--- src/shared/sfr_defines.svh ---
// Purpose: offsets, field positions and reset values of the request-flag block
// Assumes: byte addresses on a 32-bit classic Wishbone bus, one register per word
// Notes: included by the package users only by bare name
`ifndef SFR_DEFINES_SVH
`define SFR_DEFINES_SVH

// ----------------------------------------------------------------------------
// register offsets
// ----------------------------------------------------------------------------
`define SFR_OFS_STATUS 8'h00
`define SFR_OFS_CTRL 8'h04
`define SFR_OFS_TRIG 8'h08
`define SFR_OFS_TXPORT 8'h0C
`define SFR_OFS_RXPORT 8'h10
`define SFR_OFS_IRQ_STAT 8'h14
`define SFR_OFS_IRQ_MASK 8'h18
`define SFR_OFS_LEVEL 8'h1C

// ----------------------------------------------------------------------------
// field positions
// ----------------------------------------------------------------------------
`define SFR_BIT_TXF 0
`define SFR_BIT_RXF 1
`define SFR_BIT_TXDMA 0
`define SFR_BIT_RXDMA 1
`define SFR_TXTRIG_LSB 0
`define SFR_RXTRIG_LSB 8
`define SFR_TXLVL_LSB 0
`define SFR_RXLVL_LSB 8
`define SFR_EV_TX 0
`define SFR_EV_RX 1
`define SFR_EV_REFUSE 2

// ----------------------------------------------------------------------------
// reset values and fifo size
// ----------------------------------------------------------------------------
`define SFR_RST_CTRL 2'h0
`define SFR_RST_TXTRIG 4'h8
`define SFR_RST_RXTRIG 4'h0
`define SFR_RST_MASK 3'h0
`define SFR_RST_TXF 1'b1
`define SFR_RST_RXF 1'b0
`define SFR_FIFO_DEPTH 5'h10

`endif

--- src/shared/sfr_pkg.sv ---
// Purpose: types shared by the request-flag block
// Assumes: 16-entry fifos outside the block, levels 0..16
// Notes: numbers live in sfr_defines.svh
`default_nettype none

package sfr_pkg;
    // ------------------------------------------------------------------------
    // types
    // ------------------------------------------------------------------------
    typedef logic [4:0] sfr_lvl_t;
    typedef logic [3:0] sfr_trig_t;
    typedef logic [2:0] sfr_ev_t;
    typedef enum logic [0:0] {
        SFR_IDLE = 1'b0,
        SFR_ANSWER = 1'b1
    } sfr_bus_t;
endpackage : sfr_pkg

`default_nettype wire

--- src/hdl/sfr_top.sv ---
// Purpose: transmit/receive request flags, dma and interrupt requests
// Assumes: fifo levels and receive head come from the same clock domain
// Notes: classic Wishbone slave, every access answered one cycle later
`include "sfr_defines.svh"
`default_nettype none

// Function
// RULE1: empty flag set raises transmit fill request
// RULE2: full flag set raises receive drain request
// RULE3: transmit fill request also requests dma
// RULE4: empty flag clears by zero after one read
// RULE5: full flag clears by zero after one read
// RULE6: low transmit level sets empty flag again
// RULE7: receive level above trigger sets full again
// RULE8: servicer fills past trigger before clearing
// RULE9: servicer drains receive data before clearing
// RULE10: full flag requests dma for receive reads
// RULE11: set condition beats a simultaneous clear
module sfr_top import sfr_pkg::*; (
    input wire logic clk_i,
    input wire logic rst_i,
    input wire logic wb_cyc_i,
    input wire logic wb_stb_i,
    input wire logic wb_we_i,
    input wire logic [7:0] wb_adr_i,
    input wire logic [3:0] wb_sel_i,
    input wire logic [31:0] wb_dat_i,
    output logic [31:0] wb_dat_o,
    output logic wb_ack_o,
    input wire sfr_lvl_t tx_level_i,
    input wire sfr_lvl_t rx_level_i,
    input wire logic [7:0] rx_data_i,
    output logic tx_push_o,
    output logic [7:0] tx_data_o,
    output logic rx_pop_o,
    output logic tx_fill_request_o,
    output logic rx_drain_request_o,
    output logic dma_tx_req_o,
    output logic dma_rx_req_o,
    output logic irq_o
);
    // ------------------------------------------------------------------------
    // helpers
    // ------------------------------------------------------------------------
    // byte-lane merge, shared by the ctrl, trig and irq mask registers
    function automatic logic [31:0] lane_merge(
        input logic [31:0] old_v,
        input logic [31:0] new_v,
        input logic [3:0] sel
    );
        logic [31:0] res;
        res = old_v;
        for (int i = 0; i < 4; i++) begin
            if (sel[i]) begin
                res[8*i +: 8] = new_v[8*i +: 8];
            end
        end
        return res;
    endfunction

    // ------------------------------------------------------------------------
    // declarations
    // ------------------------------------------------------------------------
    sfr_bus_t bus_q;
    sfr_bus_t bus_d;
    logic [31:0] rd_dat_q;
    logic [31:0] rd_dat_d;
    logic [1:0] ctrl_q;
    logic [1:0] ctrl_d;
    sfr_trig_t tx_trig_q;
    sfr_trig_t tx_trig_d;
    sfr_trig_t rx_trig_q;
    sfr_trig_t rx_trig_d;
    sfr_ev_t mask_q;
    sfr_ev_t mask_d;
    sfr_ev_t irq_stat_q;
    sfr_ev_t irq_stat_d;
    logic tx_push_q;
    logic [7:0] tx_data_q;
    logic rx_pop_q;

    logic req;
    logic take;
    logic take_wr;
    logic take_rd;
    logic sel_status;
    logic sel_ctrl;
    logic sel_trig;
    logic sel_txport;
    logic sel_rxport;
    logic sel_irq_stat;
    logic sel_irq_mask;
    logic sel_level;
    logic [31:0] rdata_w;
    logic [31:0] ctrl_wv;
    logic [31:0] trig_wv;
    logic [31:0] mask_wv;
    logic [31:0] ctrl_rv;
    logic [31:0] trig_rv;
    logic [31:0] mask_rv;
    logic [31:0] status_rv;
    logic [31:0] irq_rv;
    logic [31:0] level_rv;
    logic [31:0] rxport_rv;

    logic tx_cond;
    logic rx_cond;
    logic st_wr;
    logic tx_flag;
    logic rx_flag;
    logic tx_set_ev;
    logic rx_set_ev;
    logic tx_refused;
    logic rx_refused;
    logic push_refused;
    logic pop_refused;
    logic tx_full;
    logic rx_empty;
    sfr_ev_t ev_w;
    sfr_ev_t w1c_w;

    // ------------------------------------------------------------------------
    // bus decode
    // ------------------------------------------------------------------------
    // an access takes effect only at the edge where ack is sampled high
    assign req = wb_cyc_i & wb_stb_i;
    assign take = req & (bus_q == SFR_ANSWER);
    assign take_wr = take & wb_we_i;
    assign take_rd = take & ~wb_we_i;

    // address decode, unmapped words read zero and ignore writes
    assign sel_status = (wb_adr_i == `SFR_OFS_STATUS);
    assign sel_ctrl = (wb_adr_i == `SFR_OFS_CTRL);
    assign sel_trig = (wb_adr_i == `SFR_OFS_TRIG);
    assign sel_txport = (wb_adr_i == `SFR_OFS_TXPORT);
    assign sel_rxport = (wb_adr_i == `SFR_OFS_RXPORT);
    assign sel_irq_stat = (wb_adr_i == `SFR_OFS_IRQ_STAT);
    assign sel_irq_mask = (wb_adr_i == `SFR_OFS_IRQ_MASK);
    assign sel_level = (wb_adr_i == `SFR_OFS_LEVEL);

    // ------------------------------------------------------------------------
    // read data
    // ------------------------------------------------------------------------
    // register images with reserved bits at zero
    assign status_rv = {30'h0, rx_flag, tx_flag};
    assign ctrl_rv = {30'h0, ctrl_q};
    assign trig_rv = {20'h0, rx_trig_q, 4'h0, tx_trig_q};
    assign mask_rv = {29'h0, mask_q};
    assign irq_rv = {29'h0, irq_stat_q};
    assign level_rv = {19'h0, rx_level_i, 3'h0, tx_level_i};
    // an empty receive fifo returns zero rather than a stale head
    assign rxport_rv = rx_empty ? 32'h0 : {24'h0, rx_data_i};

    assign rdata_w = sel_status ? status_rv :
                     sel_ctrl ? ctrl_rv :
                     sel_trig ? trig_rv :
                     sel_rxport ? rxport_rv :
                     sel_irq_stat ? irq_rv :
                     sel_irq_mask ? mask_rv :
                     sel_level ? level_rv : 32'h0;

    // ------------------------------------------------------------------------
    // bus answer
    // ------------------------------------------------------------------------
    // read image captured in the request cycle, ack one cycle later
    always_comb begin
        bus_d = bus_q;
        rd_dat_d = rd_dat_q;
        case (bus_q)
            SFR_IDLE: begin
                if (req) begin
                    bus_d = SFR_ANSWER;
                    rd_dat_d = wb_we_i ? 32'h0 : rdata_w;
                end
            end
            SFR_ANSWER: begin
                bus_d = SFR_IDLE;
            end
            default: begin
                bus_d = SFR_IDLE;
            end
        endcase
    end

    always_ff @(posedge clk_i) begin
        if (rst_i) begin
            bus_q <= SFR_IDLE;
            rd_dat_q <= 32'h0;
        end else begin
            bus_q <= bus_d;
            rd_dat_q <= rd_dat_d;
        end
    end

    assign wb_ack_o = (bus_q == SFR_ANSWER);
    assign wb_dat_o = rd_dat_q;

    // ------------------------------------------------------------------------
    // control registers
    // ------------------------------------------------------------------------
    // byte lanes honoured, unused lanes keep their value
    assign ctrl_wv = lane_merge(ctrl_rv, wb_dat_i, wb_sel_i);
    assign trig_wv = lane_merge(trig_rv, wb_dat_i, wb_sel_i);
    assign mask_wv = lane_merge(mask_rv, wb_dat_i, wb_sel_i);

    assign ctrl_d = (take_wr & sel_ctrl) ? ctrl_wv[1:0] : ctrl_q;
    assign tx_trig_d = (take_wr & sel_trig) ? trig_wv[`SFR_TXTRIG_LSB +: 4] : tx_trig_q;
    assign rx_trig_d = (take_wr & sel_trig) ? trig_wv[`SFR_RXTRIG_LSB +: 4] : rx_trig_q;
    assign mask_d = (take_wr & sel_irq_mask) ? mask_wv[2:0] : mask_q;

    always_ff @(posedge clk_i) begin
        if (rst_i) begin
            ctrl_q <= `SFR_RST_CTRL;
            tx_trig_q <= `SFR_RST_TXTRIG;
            rx_trig_q <= `SFR_RST_RXTRIG;
            mask_q <= `SFR_RST_MASK;
        end else begin
            ctrl_q <= ctrl_d;
            tx_trig_q <= tx_trig_d;
            rx_trig_q <= rx_trig_d;
            mask_q <= mask_d;
        end
    end

    // ------------------------------------------------------------------------
    // fifo ports
    // ------------------------------------------------------------------------
    // pushes into a full fifo and pops from an empty one are dropped
    assign tx_full = (tx_level_i >= `SFR_FIFO_DEPTH);
    assign rx_empty = (rx_level_i == 5'h00);
    assign push_refused = take_wr & sel_txport & wb_sel_i[0] & tx_full;
    assign pop_refused = take_rd & sel_rxport & rx_empty;

    always_ff @(posedge clk_i) begin
        if (rst_i) begin
            tx_push_q <= 1'b0;
            tx_data_q <= 8'h00;
            rx_pop_q <= 1'b0;
        end else begin
            tx_push_q <= take_wr & sel_txport & wb_sel_i[0] & ~tx_full;
            if (take_wr & sel_txport & wb_sel_i[0]) begin
                tx_data_q <= wb_dat_i[7:0];
            end
            rx_pop_q <= take_rd & sel_rxport & ~rx_empty;
        end
    end

    assign tx_push_o = tx_push_q;
    assign tx_data_o = tx_data_q;
    assign rx_pop_o = rx_pop_q;

    // ------------------------------------------------------------------------
    // request flags
    // ------------------------------------------------------------------------
    // trigger compare: transmit at or below, receive strictly above
    assign tx_cond = (tx_level_i <= {1'b0, tx_trig_q}); // [RULE6]
    assign rx_cond = (rx_level_i > {1'b0, rx_trig_q}); // [RULE7]
    // only lane 0 carries the flag bits
    assign st_wr = take_wr & sel_status & wb_sel_i[0];

    // arming uses the very image returned to the reader
    sfr_req_flag u_tx_flag (
        .clk_i(clk_i),
        .rst_i(rst_i),
        .rst_val_i(`SFR_RST_TXF),
        .cond_i(tx_cond),
        .rd_seen_i(take_rd & sel_status & rd_dat_q[`SFR_BIT_TXF]), // [RULE4]
        .wr_i(st_wr),
        .wr_bit_i(wb_dat_i[`SFR_BIT_TXF]),
        .flag_o(tx_flag),
        .set_ev_o(tx_set_ev),
        .refused_o(tx_refused)
    );

    sfr_req_flag u_rx_flag (
        .clk_i(clk_i),
        .rst_i(rst_i),
        .rst_val_i(`SFR_RST_RXF),
        .cond_i(rx_cond),
        .rd_seen_i(take_rd & sel_status & rd_dat_q[`SFR_BIT_RXF]), // [RULE5]
        .wr_i(st_wr),
        .wr_bit_i(wb_dat_i[`SFR_BIT_RXF]),
        .flag_o(rx_flag),
        .set_ev_o(rx_set_ev),
        .refused_o(rx_refused)
    );

    // requests follow the flags directly, dma gated by its enables
    assign tx_fill_request_o = tx_flag; // [RULE1]
    assign rx_drain_request_o = rx_flag; // [RULE2]
    assign dma_tx_req_o = tx_flag & ctrl_q[`SFR_BIT_TXDMA]; // [RULE3]
    assign dma_rx_req_o = rx_flag & ctrl_q[`SFR_BIT_RXDMA]; // [RULE10]

    // ------------------------------------------------------------------------
    // interrupt status
    // ------------------------------------------------------------------------
    // a new event beats a write-one-to-clear in the same cycle
    assign ev_w[`SFR_EV_TX] = tx_set_ev;
    assign ev_w[`SFR_EV_RX] = rx_set_ev;
    assign ev_w[`SFR_EV_REFUSE] = tx_refused | rx_refused | push_refused | pop_refused;
    assign w1c_w = (take_wr & sel_irq_stat & wb_sel_i[0]) ? wb_dat_i[2:0] : 3'h0;
    assign irq_stat_d = ev_w | (irq_stat_q & ~w1c_w);

    always_ff @(posedge clk_i) begin
        if (rst_i) begin
            irq_stat_q <= 3'h0;
        end else begin
            irq_stat_q <= irq_stat_d;
        end
    end

    assign irq_o = |(irq_stat_q & mask_q);

    // ------------------------------------------------------------------------
    // checks
    // ------------------------------------------------------------------------
    tx_request_a: assert property (@(posedge clk_i) disable iff (rst_i) // [RULE1]
        $rose(u_tx_flag.flag_q) |-> tx_fill_request_o && $past(tx_cond))
        else $error("transmit fill request not tied to empty flag");
    rx_request_a: assert property (@(posedge clk_i) disable iff (rst_i) // [RULE2]
        $rose(rx_drain_request_o) |-> $past(rx_cond))
        else $error("receive drain request rose without full condition");
    tx_dma_a: assert property (@(posedge clk_i) disable iff (rst_i) // [RULE3]
        (take_wr && sel_ctrl && ctrl_wv[0] && tx_cond) |=> dma_tx_req_o)
        else $error("transmit dma request missing");
    rx_dma_a: assert property (@(posedge clk_i) disable iff (rst_i) // [RULE10]
        dma_rx_req_o |-> rx_drain_request_o && ctrl_q[1])
        else $error("receive dma request without full flag");
    tx_reset_a: assert property (@(posedge clk_i) disable iff (rst_i) // [RULE6]
        (tx_level_i <= {1'b0, tx_trig_q}) |=> tx_fill_request_o)
        else $error("empty flag not set again at low level");
    rx_reset_a: assert property (@(posedge clk_i) disable iff (rst_i) // [RULE7]
        (rx_level_i > {1'b0, rx_trig_q}) |=> rx_drain_request_o)
        else $error("full flag not set again above trigger");
    rx_clear_a: assert property (@(posedge clk_i) disable iff (rst_i) // [RULE5]
        $fell(rx_drain_request_o) |-> $past(st_wr) && !$past(rx_cond))
        else $error("full flag cleared without a status write");
    ack_pulse_a: assert property (@(posedge clk_i) disable iff (rst_i)
        (req && !wb_ack_o) |=> wb_ack_o ##1 !wb_ack_o)
        else $error("ack not a single cycle after one wait");
    irq_level_a: assert property (@(posedge clk_i) disable iff (rst_i)
        (tx_set_ev && mask_q[0] && !(take_wr && sel_irq_mask)) |=> irq_o)
        else $error("unmasked event did not raise interrupt");
endmodule // sfr_top

`default_nettype wire

--- src/hdl/sfr_req_flag.sv ---
// Purpose: one request flag with read-one-then-write-zero clearing
// Assumes: set condition comes from same-clock logic
// Notes: set condition beats a clearing write in the same cycle
`default_nettype none

module sfr_req_flag (
    input wire logic clk_i,
    input wire logic rst_i,
    input wire logic rst_val_i,
    input wire logic cond_i,
    input wire logic rd_seen_i,
    input wire logic wr_i,
    input wire logic wr_bit_i,
    output logic flag_o,
    output logic set_ev_o,
    output logic refused_o
);
    logic flag_q;
    logic flag_d;
    logic armed_q;
    logic armed_d;
    logic clear_ok;

    // a zero write clears only once the one has been seen by a read
    assign clear_ok = wr_i & ~wr_bit_i & armed_q; // [RULE4] [RULE5]
    // level still on the wrong side of trigger keeps the flag up
    assign flag_d = cond_i | (flag_q & ~clear_ok); // [RULE6] [RULE7] [RULE11]
    // any status write with lane 0 selected consumes the arming
    assign armed_d = wr_i ? 1'b0 : (armed_q | (rd_seen_i & flag_q));
    assign set_ev_o = flag_d & ~flag_q;
    assign refused_o = wr_i & ~wr_bit_i & flag_q & ~armed_q;
    assign flag_o = flag_q;

    // rst_val_i is a tie-off; reset is synchronous so it is a plain load
    always_ff @(posedge clk_i) begin
        if (rst_i) begin
            flag_q <= rst_val_i;
            armed_q <= 1'b0;
        end else begin
            flag_q <= flag_d;
            armed_q <= armed_d;
        end
    end

    // ------------------------------------------------------------------------
    // checks
    // ------------------------------------------------------------------------
    clear_gate_a: assert property (@(posedge clk_i) disable iff (rst_i) // [RULE4]
        $fell(flag_q) |-> $past(armed_q) && $past(wr_i) && !$past(wr_bit_i))
        else $error("flag fell without a prior read of one");
    set_wins_a: assert property (@(posedge clk_i) disable iff (rst_i) // [RULE11]
        (wr_i && !wr_bit_i && cond_i) |=> flag_q)
        else $error("clearing write beat the set condition");
endmodule // sfr_req_flag

`default_nettype wire

--- config.mk ---
export PLATFORM = sky130hd
export DESIGN_NAME = sfr_top
export DESIGN_NICKNAME = d
export VERILOG_FILES = /design/src/shared/sfr_pkg.sv /design/src/hdl/sfr_top.sv /design/src/hdl/sfr_req_flag.sv
export VERILOG_INCLUDE_DIRS = /design/src /design/src/shared
export SDC_FILE = /design/constraint.sdc
export NUM_CORES = 1
export LEC_CHECK = 0
export BUFFER_PORTS_ARGS = -buffer_cell sky130_fd_sc_hd__buf_2
export CAP_MARGIN = 15
export CORE_MARGIN = 4
export CORE_UTILIZATION = 40
export CTS_CLUSTER_DIAMETER = 150
export DETAILED_ROUTE_END_ITERATION = 8
export HOLD_SLACK_MARGIN = 0.1
export PLACE_DENSITY = 0.67
export SYNTH_ARGS = -nofsm -noshare
export SYNTH_HDL_FRONTEND = slang
export SYNTH_SLANG_ARGS = --single-unit
--- constraint.sdc ---
create_clock -name clk_i -period 2.6 [get_ports clk_i]
set_input_delay 0.39 -clock clk_i [delete_from_list [all_inputs] [get_ports clk_i]]
set_output_delay 0.39 -clock clk_i [all_outputs]
set_load 0.05 [all_outputs]
### Word-level counts from Yosys, hierarchy flattened

Index checks and enable logic that the tools add are counted.

* flip-flop bits (word level): 63
* input bits: 67
* word-level logic and storage cells: 105

* $lt $le $gt $ge: 3
* equal/unequal tests: 7
* multiplexer cells: 12
* bitwise logic cells: 60
* reductions and logical operators: 9

Operator list (count)
* $mux W13: 8
* $and A1 B1 Y1: 37
* $eq A8 B5 Y1 const B: 4
* $eq A8 B4 Y1 const B: 2
* $not A1 Y1: 12
* $reduce_and A2 Y1: 5
* $eq A8 B3 Y1 const B: 1
* $logic_not A8 Y1: 1
* $mux W8: 1
* $or A1 B1 Y1: 7
* $and A3 B3 Y3: 2
* $ge A5 B5 Y1 const B: 1
* $gt A5 B4 Y1: 1
* $le A5 B4 Y1: 1
* $logic_not A5 Y1: 1
* $mux W3: 1
* $not A3 Y3: 1
* $or A3 B3 Y3: 1
* $reduce_or A3 Y1: 1
* $pmux W1 S2: 1
* $reduce_or A2 Y1: 1
* $mux W1: 1

### Longest topological paths before layout

Gate-level depths: netlist of the first run.

* word-level depth: 12
* gate-level depth with buffers: 6

### Modules after synthesis

A second synthesis of the first run with hierarchy kept.

* cell total of the unflattened synthesis: 284
* area, all modules: 2459.9 µm²

By module, submodules not included
* sfr_top: times used 1, cells each 264, area an instance 2262.2 µm²
* sfr_req_flag: times used 2, cells each 10, area an instance 98.8 µm²

### Worst setup path after synthesis of the first run

Ideal clock, no wire load.

* kind: input-to-reg
* from: input wb_adr_i[7]
* to: register rd_dat_q[0], in the netlist wb_dat_o[0]
* arrival time: 1.897 ns
* path slack: 0.599 ns
* cell stages on the path: 4
* buffers on the path: 0
* cells stage by stage: or4b_4 > a2111oi_4 > nand2_2 > a2111oi_2

* longest elaborated chain between the ends: 9

Ends and longest elaborated chain
* start, declared: line sfr_top.sv:25 `input wire logic [7:0] wb_adr_i,`
* $eq A8 B5 Y1 (no line)
* $mux W13: line sfr_top.sv:160 `sel_level ? level_rv : 32'h0;`
* $mux W13: line sfr_top.sv:159 `sel_irq_mask ? mask_rv :`
* $mux W13: line sfr_top.sv:158 `sel_irq_stat ? irq_rv :`
* $mux W13: line sfr_top.sv:157 `sel_rxport ? rxport_rv :`
* $mux W13: line sfr_top.sv:156 `sel_trig ? trig_rv :`
* $mux W13: line sfr_top.sv:155 `sel_ctrl ? ctrl_rv :`
* $mux W13 (*): line sfr_top.sv:154 `assign rdata_w = sel_status ? status_rv :`
* $mux W13 (*): line sfr_top.sv:173 `rd_dat_d = wb_we_i ? 32'h0 : rdata_w;`
* end signal, assigned: line sfr_top.sv:191 `rd_dat_q <= rd_dat_d;`
* end, declared: line sfr_top.sv:66 `logic [31:0] rd_dat_q;`

Mark *: on every way between the ends. The rest lies on a longest branch, timed or not.
A chain may end at the register's enable or synchronous reset.

### Final worst setup path of the first run

Ends and elaborated chain as after synthesis.

==> flow_metrics.tcl, run 1 <==
set metrics [dict create \
    synth_top_area_share 0.358 \
    fmax_ghz 0.527 \
    multiInputGateArea_um2 1410 \
    synthArstFlopShare 0 \
    start_util 0.413 \
    io_pins 115 \
    setup_slack_ns 0.704 \
    cts_made_buffers 5 \
    drive_gt1_frac 0.288 \
    avgSynthCellArea_um2 8.61 \
    finalNetCount 435 \
    cp_data_arrival_time_ns 2.10 \
    startpoint_type "input pin" \
    power_frac_seq 0.467 \
    fin_crit_ns 1.90 \
    post_cts_buffers 0 \
    min_from "wb_dat_i[6]" \
    rsz0062_at_grt "false" \
    globalRouteOverflowTotal 0 \
    die-area_um2 7480 \
    combPwrFrac 0.147 \
    yosys.area.top_type "dfxtp_1" \
    clock_sinks 44 \
    leakagePower_nw 1.35 \
    path_cells "buf_2 > or4b_4 > a2111oi_4 > nand2_2 > a2111oi_2" \
    startpoint "wb_adr_i[7]" \
    ant_nets 0 \
    cts_resized 0 \
    synth_cell_types 55 \
    clkTransAtPathRegs_ns 0.09 \
    worstSetupPathType "in2reg" \
    synth_cells 286 \
    first_global_vias 2271 \
    finalCritPeriodShare 0.729 \
    synth_area_leaders "dfxtp_1, buf_4, mux2i_1, nor2_1, ha_1" \
    power_frac_clock 0.386 \
    p_sw_mw 0.410 \
    synth.most_common_cell "dfxtp_1" \
    yosys_most_used_dff "dfxtp_1" \
    syn_area_um2 2460 \
    reg2reg_depth 6 \
    cp.required_ns 2.80 \
    yosys-top-cells-count "dfxtp_1, nor2_1, buf_4" \
    syn2layout_area_growth_pct 21.0 \
    hold_viol_final 0 \
    finClkSkew_ns 0.00791 \
    wl_mm 7.15 \
    htreeDepth 2 \
    power.density_nw_per_um2 490 \
    cp-end-kind "flop" \
    cts_tree "done" \
    core_um2 5960 \
    tightest_slew_ns 0.702 \
    grt_pass1_wl_mm 11.2 \
    relSlewSlack 0.532 \
    die_x_um 86.5 \
    synth.yosys.seq_area_share 0.358 \
    ys_warn_count 0 \
    drc 0 \
    grt_usage 0.190 \
    synth_edf_count 0 \
    drt_iter0_drc 129 \
    rr_startpoint "tx_trig_q[1]$_SDFFE_PP0P_" \
    whs_path_depth 3 \
    status "finished, final reports clean" \
    grt_max_degree 38 \
    first_pass_iters 4 \
    critical_path.max_stage_delay_ns 0.58 \
    register_area_um2 881 \
    cp_max_fo 5 \
    p_int_mw 1.05 \
    clock_latency_ns 0.30 \
    cts_max_path_buffers 2 \
    crit_slowest_cell "or4b_4" \
    place_ws_ns 0.387 \
    die_h_um 86.5 \
    wl_per_cell_um 16.4 \
    slew_violations 0 \
    antenna_cells 0 \
    finalSetupTns_ns 0 \
    swShare 0.281 \
    hpwl_mm 5.52 \
    portBuffers 73 \
    ctsHoldBuffers 0 \
    vias 2441 \
    cap_violations 0 \
    ir_drop_v 0.000350 \
    finalSetupViolCount 0 \
    n_fill_cell 610 \
    hold_path_class "in2reg" \
    fp-row-count 28 \
    viasPerCell 5.60 \
    synth-seq-cells 44 \
    clockRootBuffer "clkbuf_8" \
    place_congestion 0.822 \
    antenna_found_initial 0 \
]
==> logic make-up (layout without fill, tap and decap cells) <==
group / Yosys count / after routing / share of synthesized area
and+or+nand+nor: 99 / 99 / 0.220
DFF: 44 / 44 / 0.358
buffers and inverters: 45 / 102 / 0.0976
adders and majority gates: 8 / 8 / 0.0407
muxes: 13 / 13 / 0.0539
other: 1 / 19 / 0.00152
AOI/OAI and AO/OA: 76 / 76 / 0.229
==> metrics by stage <==
stage	total power [mW]	hold slack (ns)	std cells	utilization	area [um^2]
floorplan	0.856	0.462	304	-	2530
global placement	0.907	0.444	428	0.480	2860
detailed placement	0.909	0.457	428	0.480	2860
CTS	1.46	0.330	436	0.500	2980
global route	1.52	0.328	436	0.500	2980
finish	1.46	0.330	436	0.500	2980
==> flip-flops by register name, summed over array words and instances (netlist names) <==
name	flops
wb_dat_o	13
tx_data_o	8
rx_trig_q	4
tx_trig_q	4
irq_stat_q	3
mask_q	3
ctrl_q	2
rx_pop_o	1
tx_push_o	1
u_rx_flag.armed_q	1
u_rx_flag.flag_o	1
u_tx_flag.armed_q	1
u_tx_flag.flag_o	1
wb_ack_o	1
==> power groups by stage <==
stage | Combinational (mW) | Clock [mW] | Sequential (mW)
final | 0.214 | 0.563 | 0.681
after global routing | 0.232 | 0.603 | 0.682
after CTS | 0.213 | 0.567 | 0.681
after detailed placement | 0.212 | 0 | 0.697
after global placement | 0.210 | 0 | 0.697
after floorplan | 0.154 | 0 | 0.703
==> worst max-delay path: cells and delay by family <==
kind / cells / cell delay, ns
buffers and inverters: 1 / 0.12
and+or+nand+nor: 2 / 0.69
AOI/OAI and AO/OA: 2 / 0.89
==> cell type report <==
type	instances	area share
clock inverter	2	0.0130
multi-input combinational	215	0.473
timing repair buffer	81	0.143
tap	75	0.0315
clock buffer	6	0.0277
inverter	13	0.0164
sequential	44	0.296
==> placed cells by master (no fill, tap or decap), types with 3 or more instances in the layout <==
cell type,instances
a32oi_1,5
buf_4,8
nor3_1,6
o21ai_0,16
a21oi_1,16
o22ai_1,3
dfxtp_1,44
nand4_1,7
nor4_1,3
clkbuf_8,6
a22o_1,8
or2_2,4
ha_1,8
buf_2,73
and2_1,4
a31oi_1,4
nor2_1,27
nand2_1,12
mux2i_1,11
a21o_1,3
a32o_1,3
inv_1,13
conb_1,19
nor3b_1,3
nand3_1,11
==> path summary, 6_finish.rpt <==
kind / slack [ns] / end
min reg2reg: 0.46 / wb_dat_o[12]$_SDFFE_PP0P_
max reg2reg: 0.82 / irq_stat_q[0]$_SDFF_PP0_
max: 0.70 / wb_dat_o[0]$_SDFFE_PP0P_
min: 0.33 / tx_data_o[6]$_SDFFE_PP0P_
==> routing by layer <==
layer | track usage | share of wire
met5 | 0 | 0
met4 | 0.0581 | 0.017
met3 | 0.0418 | 0.078
met2 | 0.298 | 0.46
met1 | 0.261 | 0.45
Power figures use the tool's default switching activity.
==> run 2: changes to the inputs <==
- ABC_AREA: unset -> 1
- clock period: 2.6 -> 1.8 ns (I/O delays scaled with it)
==> flow_metrics.tcl, run 2 <==
set metrics [dict create \
    antenna_cells 0 \
    drc 0 \
    clkTransAtPathRegs_ns 0.08 \
    finClkSkew_ns 0.00504 \
    synth_cell_types 33 \
    first_global_vias 2193 \
    syn_area_um2 2500 \
    start_util 0.418 \
    yosys.area.top_type "dfxtp_1" \
    final_common_cell "buf_2" \
    critical_path.max_stage_delay_ns 0.40 \
    ctsHoldBuffers 0 \
    fp-row-count 28 \
    synth_xor_area_frac 0 \
    synth_cells 346 \
    cp_top_family "compound AO/OA/AOI/OAI gates" \
    muxShareOfSynthArea 0 \
    finalNetCount 497 \
    synthArstFlopShare 0 \
    ir_drop_v 0.000446 \
    vias 2364 \
    synth_top_family_by_area "simple AND/OR/NAND/NOR gates" \
    worstSetupPathType "reg2reg" \
    drt_iter0_drc 119 \
    die-area_um2 7590 \
    ys_warn_count 0 \
    core_um2 5990 \
    syn2layout_area_growth_pct 20.0 \
    cts_max_path_buffers 2 \
    p_int_mw 1.54 \
    avgSynthCellArea_um2 7.23 \
    status "finished, final reports clean" \
    grt_usage 0.174 \
    cp_max_fo 3 \
    grt_max_degree 22 \
    place_congestion 0.846 \
    power_frac_clock 0.396 \
    globalRouteOverflowTotal 0 \
    cts_tree "done" \
    swShare 0.264 \
    grt_pass1_wl_mm 10.4 \
    finish.utilization 0.501 \
    htreeDepth 2 \
    yosys-top-cells-count "nand2_1, dfxtp_1, a21oi_1" \
    synth-seq-cells 44 \
    wl_mm 6.31 \
    wl_per_cell_um 12.7 \
    portBuffers 73 \
    cts_resized 0 \
    antenna_found_initial 0 \
    hpwl_mm 4.98 \
    clock_latency_ns 0.30 \
    die_x_um 87.1 \
    cp.buffers_inverters 1 \
    power_frac_seq 0.469 \
    largest_reg_flops 13 \
    leakagePower_nw 1.49 \
    synth_area_leaders "dfxtp_1, nand2_1, a21oi_1, buf_4, inv_1" \
    cp-end-kind "flop" \
    rsz0062_at_grt "false" \
    io_pins 115 \
    synth-simple-area-share 0.278 \
    synth_edf_count 0 \
    hold_path_class "in2reg" \
    viasPerCell 4.75 \
    synth_top_area_share 0.352 \
    cap_violations 0 \
    die_h_um 87.1 \
    fin_crit_ns 1.58 \
    yosys.area_share.adder 0.0400 \
    synth.most_common_cell "nand2_1" \
    path_cells "inv_1 > ha_1 > a21oi_1 > o21ai_0 > a21oi_1 > nand2_1 > a21oi_1" \
    clock_sinks 44 \
    finalCritPeriodShare 0.876 \
    yosys_most_used_dff "dfxtp_1" \
    cp_data_arrival_time_ns 1.81 \
    startpoint_type "flop" \
    p_sw_mw 0.553 \
    combPwrFrac 0.135 \
    cp.required_ns 2.04 \
    synth_compound_area_frac 0.182 \
    post_cts_buffers 0 \
    fmax_ghz 0.634 \
    clockRootBuffer "clkbuf_8" \
    slew_violations 0 \
    first_pass_iters 4 \
    hold_viol_final 0 \
    cts_made_buffers 5 \
    cp_common_cell "a21oi_1" \
    finalSetupTns_ns 0 \
    power.density_nw_per_um2 697 \
    crit_slowest_cell "dfxtp_1" \
    synth.yosys.seq_area_share 0.352 \
    drive_gt1_frac 0.296 \
    final_cell_mix "buf_2, nand2_1, dfxtp_1, a21oi_1, inv_1" \
    finalSetupViolCount 0 \
    ant_nets 0 \
]
[run 2: cell types whose count changed after synthesis, sizes merged, moves of 8 or more]
cell and change:
mux2i -11, o21ai +12, a22o -8, inv +36, a21oi +25, nand2 +59, nor2 +12
[run 2: logic make-up (layout without fill, tap and decap cells)]
group | Yosys count | count (layout)
flops | 44 | 44
compound gates | 82 | 82
buf+inv | 75 | 134
fa+ha+maj | 8 | 8
simple gates | 136 | 136
other cells | 1 | 19
[run 2: final timing paths]
| check | startpoint | endpoint | slack [ns] | depth (start not counted) |
|---|---|---|---|---|
| worst min-delay path | tx_level_i[4] | tx_push_o$_SDFF_PP0_ | 0.20 | 2 |
| worst max register to register | tx_trig_q[1]$_SDFFE_PP0P_ | irq_stat_q[0]$_SDFF_PP0_ | 0.22 | 7 |
| worst max-delay path | tx_trig_q[1]$_SDFFE_PP0P_ | irq_stat_q[0]$_SDFF_PP0_ | 0.22 | 7 |
| worst min register to register | wb_dat_o[11]$_SDFFE_PP0P_ | wb_dat_o[11]$_SDFFE_PP0P_ | 0.46 | 2 |
[run 2: area by class of cell]
type	instances	area [um^2]
clock inverters	1	30.0
repair buffers	77	395
clock buffers	7	96.3
inverters	49	184
fillers	624	2990
multi-input cells	245	1320
flip-flops and latches	44	881
well taps	75	93.8
[run 2: worst register-to-register path, cell delays in order, from the launching register on]
cell and delay (ns):
dfxtp_1 0.40, inv_1 0.06, ha_1 0.29, a21oi_1 0.17
o21ai_0 0.12, a21oi_1 0.27, nand2_1 0.09, a21oi_1 0.12
[run 2: metrics by stage]
step / std cells / total power, mW / worst slack [ns] / hold slack [ns] / area (um^2)
6_report: 498 / 2.09 / 0.223 / 0.199 / 3000
2_1_floorplan: 364 / 1.23 / 0.199 / 0.348 / 2570
5_1_grt: 498 / 2.18 / 0.112 / 0.204 / 3000
3_3_place_gp: 490 / 1.28 / 0.255 / 0.451 / 2880
4_1_cts: 498 / 2.11 / 0.240 / 0.198 / 3000
3_5_place_dp: 490 / 1.29 / 0.245 / 0.455 / 2880
[run 2: layer usage]
metal	share of wire	global-route usage	up-vias	wire [um]
li1	-	-	1232	-
met1	0.45	0.231	1061	2830
met2	0.48	0.286	65	3010
met3	0.066	0.0388	6	414
met4	0.0090	0.0418	0	57
met5	0	0	-	0
[run 2: power by group through the flow]
stage	Combinational, mW	Clock (mW)	Sequential (mW)
2_1_floorplan	0.215	0	1.01
3_3_place_gp	0.279	0	1.01
3_5_place_dp	0.281	0	1.01
4_1_cts	0.282	0.844	0.982
5_1_grt	0.309	0.891	0.984
6_report	0.282	0.829	0.982
